==> config.mk <==
export PLATFORM = sky130hd
export DESIGN_NAME = hrs_top
export DESIGN_NICKNAME = d
export VERILOG_FILES = /design/src/inc/hrs_pkg.sv /design/src/hw/hrs_mem.sv /design/src/hw/hrs_top.sv
export VERILOG_INCLUDE_DIRS = /design/src /design/src/inc
export SDC_FILE = /design/constraint.sdc
export NUM_CORES = 1
export LEC_CHECK = 0
export BUFFER_PORTS_ARGS = -buffer_cell sky130_fd_sc_hd__clkbuf_2
export CAP_MARGIN = 10
export CORE_MARGIN = 4
export CORE_UTILIZATION = 35
export DETAILED_ROUTE_END_ITERATION = 8
export GPL_TIMING_DRIVEN = 0
export SLEW_MARGIN = 20
export SYNTH_ARGS = -nofsm -noshare
export SYNTH_HDL_FRONTEND = slang
export SYNTH_SLANG_ARGS = --single-unit
==> constraint.sdc <==
create_clock -name ref_clk -period 1 [get_ports ref_clk]
set_input_delay 0.2 -clock ref_clk [delete_from_list [all_inputs] [get_ports ref_clk]]
set_output_delay 0.2 -clock ref_clk [all_outputs]
set_load 0.05 [all_outputs]
==> src/inc/hrs_consts.svh <==
`ifndef HRS_CONSTS_SVH
`define HRS_CONSTS_SVH

`define HRS_DEPTH      16
`define HRS_PTR_W      4
`define HRS_DATA_W     16
`define HRS_PTR_RESET  4'h0
`define HRS_PTR_TOP    4'hF
`define HRS_PTR_STEP   4'h1
`define HRS_WORD_RESET 16'h0000
`define HRS_FLAG_RESET 1'h1

`endif

==> src/inc/hrs_pkg.sv <==
`include "hrs_consts.svh"

package hrs_pkg;
    typedef logic [`HRS_PTR_W-1:0]  hrs_ptr_t;
    typedef logic [`HRS_DATA_W-1:0] hrs_word_t;
    typedef enum logic [1:0] {
        HRS_AV_FRESH,
        HRS_AV_UNDER,
        HRS_AV_LOCKED
    } hrs_av_t;
endpackage : hrs_pkg

==> src/hw/hrs_mem.sv <==
`timescale 1ns/1ps
`default_nettype none
`include "hrs_consts.svh"

module hrs_mem (
    input  wire logic               ref_clk,
    input  wire logic               wr_en,
    input  wire hrs_pkg::hrs_ptr_t  wr_idx,
    input  wire hrs_pkg::hrs_word_t wr_data,
    input  wire hrs_pkg::hrs_ptr_t  rd_idx,
    output hrs_pkg::hrs_word_t      rd_data
);

    // ****************************************
    // Entry storage
    // ****************************************
    // No reset on the entries: contents after reset are undefined, as in the core.
    hrs_pkg::hrs_word_t entry_r [`HRS_DEPTH];

    genvar gi;
    generate
        for (gi = 0; gi < `HRS_DEPTH; gi++) begin : g_entry
            always_ff @(posedge ref_clk) begin
                if (wr_en && (wr_idx == hrs_pkg::hrs_ptr_t'(gi))) begin
                    entry_r[gi] <= wr_data;
                end
            end
        end
    endgenerate

    assign rd_data = entry_r[rd_idx];

endmodule : hrs_mem

`default_nettype wire

==> src/hw/hrs_top.sv <==
`timescale 1ns/1ps
`default_nettype none
`include "hrs_consts.svh"

// How it works
// - Sixteen hidden entries, sixteen bits each.
// - Call or interrupt vector pushes program counter.
// - Any return kind pops top into counter.
// - High-byte latch untouched by push or pop.
// - Circular pointer, zero after every reset.
// - Reset sets the stack space flag.
// - Pointer at fifteen clears the flag.
// - Wrap fifteen to zero locks flag clear.
// - Early pop wraps to fifteen, flag clear.
// - Push after underflow pop locks flag.
// - Seventeenth push overwrites the oldest entry.

module hrs_top (
    input  wire logic               ref_clk,
    input  wire logic               rst_b,
    input  wire logic               call_push,
    input  wire logic               irq_push,
    input  wire logic               ret_pop,
    input  wire logic               return_with_literal,
    input  wire logic               return_from_interrupt,
    input  wire hrs_pkg::hrs_word_t pc_in,
    output hrs_pkg::hrs_word_t      pc_ret,
    output logic                    pc_ret_vld,
    output logic                    stack_space_flag,
    output hrs_pkg::hrs_ptr_t       depth_dbg
);

    // ****************************************
    // Reset release
    // ****************************************
    logic rst_s1_r;
    logic rst_s2_r;

    always_ff @(posedge ref_clk or negedge rst_b) begin
        if (!rst_b) begin
            rst_s1_r <= 1'b0;
            rst_s2_r <= 1'b0;
        end else begin
            rst_s1_r <= 1'b1;
            rst_s2_r <= rst_s1_r;
        end
    end

    wire logic rst_sync_b = rst_s2_r;

    // ****************************************
    // Request decode
    // ****************************************
    // A simultaneous push and pop cannot come from one instruction; pop is given priority.
    wire logic do_pop  = ret_pop | return_with_literal | return_from_interrupt;
    wire logic do_push = (call_push | irq_push) & ~do_pop;

    // ****************************************
    // Pointer
    // ****************************************
    hrs_pkg::hrs_ptr_t ptr_r;
    hrs_pkg::hrs_ptr_t ptr_nxt;
    hrs_pkg::hrs_ptr_t rd_idx;
    hrs_pkg::hrs_word_t rd_data;

    always_comb begin
        ptr_nxt = ptr_r;
        if (do_push) begin
            ptr_nxt = ptr_r + `HRS_PTR_STEP;
        end else if (do_pop) begin
            ptr_nxt = ptr_r - `HRS_PTR_STEP;
        end
    end

    assign rd_idx = ptr_r - `HRS_PTR_STEP;

    always_ff @(posedge ref_clk or negedge rst_sync_b) begin
        if (!rst_sync_b) begin
            ptr_r <= `HRS_PTR_RESET;
        end else begin
            ptr_r <= ptr_nxt;
        end
    end

    // The entries hold only return addresses; the high-byte latch lives in the core.
    hrs_mem u_mem (
        .ref_clk (ref_clk),
        .wr_en   (do_push),
        .wr_idx  (ptr_r),
        .wr_data (pc_in),
        .rd_idx  (rd_idx),
        .rd_data (rd_data)
    );

    // ****************************************
    // Return data
    // ****************************************
    always_ff @(posedge ref_clk or negedge rst_sync_b) begin
        if (!rst_sync_b) begin
            pc_ret     <= `HRS_WORD_RESET;
            pc_ret_vld <= 1'b0;
        end else begin
            pc_ret_vld <= do_pop;
            if (do_pop) begin
                pc_ret <= rd_data;
            end
        end
    end

    // ****************************************
    // Space flag
    // ****************************************
    hrs_pkg::hrs_av_t av_r;
    hrs_pkg::hrs_av_t av_nxt;

    always_comb begin
        av_nxt = av_r;
        case (av_r)
            hrs_pkg::HRS_AV_FRESH: begin
                if (do_push && ptr_r == `HRS_PTR_TOP) begin
                    av_nxt = hrs_pkg::HRS_AV_LOCKED;
                end else if (do_pop && ptr_r == `HRS_PTR_RESET) begin
                    av_nxt = hrs_pkg::HRS_AV_UNDER;
                end
            end
            hrs_pkg::HRS_AV_UNDER: begin
                // A pop in between cancels the pending lock, so the flag follows the pointer again.
                if (do_push) begin
                    av_nxt = hrs_pkg::HRS_AV_LOCKED;
                end else if (do_pop) begin
                    av_nxt = hrs_pkg::HRS_AV_FRESH;
                end
            end
            hrs_pkg::HRS_AV_LOCKED: begin
                av_nxt = hrs_pkg::HRS_AV_LOCKED;
            end
            default: begin
                av_nxt = hrs_pkg::HRS_AV_LOCKED;
            end
        endcase
    end

    always_ff @(posedge ref_clk or negedge rst_sync_b) begin
        if (!rst_sync_b) begin
            av_r <= hrs_pkg::HRS_AV_FRESH;
        end else begin
            av_r <= av_nxt;
        end
    end

    // Flag follows the next state so it reads correctly the cycle after each operation.
    always_ff @(posedge ref_clk or negedge rst_sync_b) begin
        if (!rst_sync_b) begin
            stack_space_flag <= `HRS_FLAG_RESET;
        end else begin
            stack_space_flag <= (av_nxt == hrs_pkg::HRS_AV_FRESH)
                                && (ptr_nxt != `HRS_PTR_TOP);
        end
    end

    always_ff @(posedge ref_clk or negedge rst_sync_b) begin
        if (!rst_sync_b) begin
            depth_dbg <= `HRS_PTR_RESET;
        end else begin
            depth_dbg <= ptr_nxt;
        end
    end

    // ****************************************
    // Checks
    // ****************************************
    AST_FLAG_TOP: assert property (@(posedge ref_clk) disable iff (!rst_sync_b)
        (depth_dbg == `HRS_PTR_TOP) |-> !stack_space_flag)
        else $error("Flag set while pointer at top.");

    AST_LOCK_HOLD: assert property (@(posedge ref_clk) disable iff (!rst_sync_b)
        (av_r == hrs_pkg::HRS_AV_LOCKED) |=> (!stack_space_flag) [*4])
        else $error("Flag reappeared after lock.");

    AST_WRAP_LOCK: assert property (@(posedge ref_clk) disable iff (!rst_sync_b)
        (do_push && ptr_r == `HRS_PTR_TOP) |=> (av_r == hrs_pkg::HRS_AV_LOCKED))
        else $error("Wrap did not lock flag.");

    AST_UNDER: assert property (@(posedge ref_clk) disable iff (!rst_sync_b)
        (do_pop && ptr_r == `HRS_PTR_RESET && av_r == hrs_pkg::HRS_AV_FRESH)
        |=> (depth_dbg == `HRS_PTR_TOP) && !stack_space_flag)
        else $error("Underflow not flagged.");

    AST_UNDER_PUSH: assert property (@(posedge ref_clk) disable iff (!rst_sync_b)
        (av_r == hrs_pkg::HRS_AV_UNDER && do_push) |=> (av_r == hrs_pkg::HRS_AV_LOCKED))
        else $error("Push after underflow did not lock.");

    AST_UNDER_POP: assert property (@(posedge ref_clk) disable iff (!rst_sync_b)
        (av_r == hrs_pkg::HRS_AV_UNDER && do_pop) |=> stack_space_flag)
        else $error("Pop after underflow kept flag clear.");

    AST_PUSH_PTR: assert property (@(posedge ref_clk) disable iff (!rst_sync_b)
        do_push |=> (ptr_r == $past(ptr_r) + `HRS_PTR_STEP))
        else $error("Push did not advance pointer.");

    AST_ROUND_TRIP: assert property (@(posedge ref_clk) disable iff (!rst_sync_b)
        (do_push ##1 do_pop) |=> pc_ret_vld && (pc_ret == $past(pc_in, 2)))
        else $error("Pop did not return pushed value.");

    AST_POP_VLD: assert property (@(posedge ref_clk) disable iff (!rst_sync_b)
        do_pop |=> pc_ret_vld ##1 (pc_ret_vld == $past(do_pop)))
        else $error("Return strobe wrong.");

    AST_RESET_STATE: assert property (@(posedge ref_clk)
        $rose(rst_sync_b) |-> (ptr_r == `HRS_PTR_RESET) && stack_space_flag)
        else $error("Reset state wrong.");

    COV_WRAP: cover property (@(posedge ref_clk) disable iff (!rst_sync_b)
        do_push && ptr_r == `HRS_PTR_TOP);
    COV_UNDER: cover property (@(posedge ref_clk) disable iff (!rst_sync_b)
        av_r == hrs_pkg::HRS_AV_UNDER);
    COV_IRQ_RET: cover property (@(posedge ref_clk) disable iff (!rst_sync_b)
        irq_push ##[1:20] return_from_interrupt);
    COV_BACK_TO_BACK: cover property (@(posedge ref_clk) disable iff (!rst_sync_b)
        do_push ##1 do_pop);

endmodule : hrs_top

`default_nettype wire

==> summary.txt <==
Critical path
  – Crit-path max cell delay: 0.42 ns
  – Crit-path slowest cell: dfrtp_2
  – R2R Path End: pc_ret[13]
  – Crit path cell chain: buf_8 -> inv_8 -> ha_4 -> xor2_4 -> buf_8 -> buf_8 -> nand2_1 -> a32o_1 -> o31ai_1
  – Beginning of the worst register-to-register path: depth_dbg[0]
  – Crit path max fanout: 10
  – Type of the worst setup path: reg -> reg
  – Reg2Reg Setup Slack: -1.06 ns
  – Most frequent CP cell: buf_8
  – Crit path DAT: 2.50 ns
  – Buffers and inverters on the worst path: 4
  – Type of destination of the critical path: flop
  – Element type at the critical path start: flop
  – Path depth of the worst reg2reg path: 9
  – CP required: 1.44 ns
  – Family with the most delay on the worst path: buffers and inverters

Yosys
  – Share of the synthesized area in the top cell type: 69.46%
  – Largest cells by area after synthesis: edfxtp_1 (69%), mux2i_1 (7.1%), dfrtp_1 (5.7%)
  – Top cells by count, synth: edfxtp_1 (256), nand2_1 (118), mux2i_1 (79)
  – Number of distinct library cells after synthesis: 44
  – Count leader, synth: edfxtp_1
  – Avg Inst Size Synth: 15.81 µm²
  – Sequential share of the synthesized area: 75.35%
  – Flip-flop and latch count after synthesis: 282
  – Top flip-flop cell by instance count after synthesis: edfxtp_1
  – Post-synth EDFFs: 256
  – Netlist Area Pre-Place: 0.01107 mm²
  – Number of cells produced by synthesis: 700
  – Async set or reset register ratio after synthesis: 9.220%
  – Biggest area consumer among synthesized cells: edfxtp_1
  – YS warnings: 0
  – Synthesized netlist net count: 728

Drt
  – DR iter-0 viols: 448
  – DRC violations left: 0
  – Total via count in the routed design: 6401
  – Drt via density: 5.096
  – Detailed-route wire length per cell: 22.06 µm
  – Pre-antenna DRT Iters: 5
  – ANT nets after route: 0
  – Final Routed Wirelength: 27700 µm

Timing
  – Final setup vio count: 301
  – Count of pins over their slew limit: 0
  – Portion of the clock cycle consumed by the worst path in the final layout: 205.8%
  – Skew final: 0.01010 ns
  – Final hold violations: 0
  – Final worst setup slack: -1.058 ns
  – Unrepaired setup endpoints after global routing: yes
  – Worst slew margin relative to its limit: 24.74%
  – Slew at the pin closest to its max-slew limit: 1.117 ns
  – Post-route minimum period: 2.058 ns
  – Max Clk Rate: 0.4859 GHz

Cells and area
  – Final instance area: 0.01441 mm²
  – Inserted Diodes: 0
  – Fraction of layout cells with a size suffix above 1: 32.67%
  – Area growth, synth to finish: 30.16%
  – Number of nets in the layout: 866

Clock network
  – Maximum level of the CTS H-tree: 1
  – Num Clock Sinks: 282
  – Number of buffers inserted during clock tree synthesis: 28
  – CTS clk-pin slew, worst paths: 0.07 ns
  – Buffer type at the clock tree root: clkbuf_16
  – TritonCTS clock tree: done
  – Clock Tree Buf Depth: 3
  – Latest clock arrival within the worst-skew pair: 0.54 ns

Floorplan
  – Core outline area: 0.03091 mm²
  – Die span in x: 185.8 µm
  – Initial core utilization: 35.80%
  – Overall die area: 0.03453 mm²
  – Number of top-level design ports: 45
  – Row Count: 64
  – Die height: 185.8 µm

Worst hold path
  – Number of cells traversed by the worst hold path: 3
  – Hold Crit Endpoint: depth_dbg[0]
  – Class of the tightest hold or removal check: in -> reg
  – Start point of the worst min-delay path: call_push

Global routing
  – Congestion Overflow GR: 0
  – Overall track demand over capacity in global routing: 15.27%
  – Global-route wire length before repair: 39740 µm
  – Maximum number of pins on one net before global-route repair: 25
  – Initial antenna violation count: 0
  – Number of global-route vias before repair: 6421

Flow run
  – Number of maximum-capacitance constraint violations: 0

Place
  – Placed inst area: 0.01214 mm²
  – Gpl congestion: 0.7970
  – Estimated wirelength of the detail-placed design: 16240 µm
  – I/O Buffers: 44
  – DP Worst Slack: -1.587 ns

Power
  – Worst IR drop on VDD: 1.509 mV
  – Leakage: 5.173 nW
  – Power density normalized to cell area: 3405 mW/mm²

Outcome
  – Failing checks: negative setup slack
  – Status: finished with violations
-- registers in the layout, indices dropped and copies added, names as in the netlist --
name and flops:
av_r 2, depth_dbg 4, pc_ret 16, pc_ret_vld 1, rst_s1_r 1, rst_s2_r 1, stack_space_flag 1, u_mem.entry_r 256
-- final cells by class --
cell class | instances | area [µm²]
fill | 2635 | 16500
clock inverter | 20 | 203.9
clock buffer | 32 | 745.7
sequential | 282 | 8349
tap | 396 | 495.5
multi-input combinational | 383 | 3045
buffer | 37 | 407.9
inverter | 3 | 21.27
timing repair buffer | 103 | 1136
-- routing by layer --
| metal | wire length, µm | vias up | global-route usage, % |
|---|---|---|---|
| li1 | - | 2997 | - |
| met1 | 11550 | 3195 | 20.48 |
| met2 | 14300 | 169 | 26.48 |
| met3 | 1191 | 40 | 1.661 |
| met4 | 663 | 0 | 4.284 |
| met5 | 0 | - | 0 |
-- per-stage QoR --
| stage | setup TNS (ns) | std cells | power [mW] | hold slack (ns) | util [%] |
|---|---|---|---|---|---|
| 6_report | -230.71 | 1256 | 49.06 | 0.01862 | 46.60 |
| 3_3_place_gp | -294.34 | 1140 | 32.39 | -0.01398 | 39.28 |
| 5_1_grt | -246.16 | 1256 | 51.32 | 0.03328 | 46.60 |
| 2_1_floorplan | -199.22 | 700 | 27.25 | -0.09559 | - |
| 4_1_cts | -215.91 | 1234 | 46.54 | -0.002437 | 44.82 |
| 3_5_place_dp | -301.71 | 1140 | 32.47 | -0.01013 | 39.28 |
-- tightest hold or removal path: stages --
cell	delay, ns
clkbuf_2	0.10
nor3_1	0.09
xnor2_1	0.13
-- kinds of logic after synthesis --
| family | after synthesis | share of synthesized area (%) |
|---|---|---|
| compound gates | 91 | 6.750 |
| xor+xnor | 5 | 0.5315 |
| fa+ha+maj | 5 | 0.5653 |
| buf+inv | 43 | 2.046 |
| flops | 282 | 75.35 |
| mux | 79 | 7.145 |
| other cells | 1 | 0.03388 |
| simple gates | 194 | 7.575 |
-- how the worst max path moves through the flow --
stage | start | to | slack [ns] | cells after the start
finish | depth_dbg[0] | pc_ret[13] | -1.06 | 9
global route | depth_dbg[1] | pc_ret[0] | -1.14 | 9
CTS | depth_dbg[0] | pc_ret[13] | -1.06 | 10
detailed placement | return_with_literal | u_mem.entry_r[7][2] | -1.59 | 6
global placement | return_with_literal | u_mem.entry_r[7][2] | -1.55 | 6
floorplan | depth_dbg[0] | pc_ret[12] | -1.01 | 10
-- where the power goes --
group / switching [mW] / internal [mW]
combinational: 13.3 / 10.8
clock: 4.44 / 6.16
sequential: 0.688 / 13.7
total: 18.4 / 30.6
-- layout by cell type, fill, tap and decap left out, types with 5 or more instances in the layout --
cell type / netlist / layout
buf_8: 0 / 14
and2_4: 0 / 14
dfrtp_1: 25 / 17
buf_4: 2 / 27
clkbuf_16: 0 / 30
nand3_1: 35 / 35
a32oi_1: 18 / 10
a22oi_2: 0 / 10
clkinv_2: 0 / 6
o31ai_2: 1 / 7
dfrtp_2: 0 / 8
clkbuf_2: 1 / 26
a32oi_2: 0 / 8
edfxtp_1: 256 / 256
buf_6: 2 / 37
buf_12: 1 / 18
o31ai_1: 15 / 9
nand2_1: 118 / 113
a32o_1: 15 / 13
mux2i_1: 79 / 78
nor2_4: 0 / 9
a22oi_1: 32 / 22
and3_4: 0 / 5
-- timing repair --
action                     CTS  global route
setup endpoints to repair  324           301
gates cloned                 6             8
pin swaps                   34            30
setup buffers               37            17
hold endpoints to repair     3             0
hold buffers                 2             0
resized for setup           71           148
No activity file was read; power rests on OpenSTA's default activity.
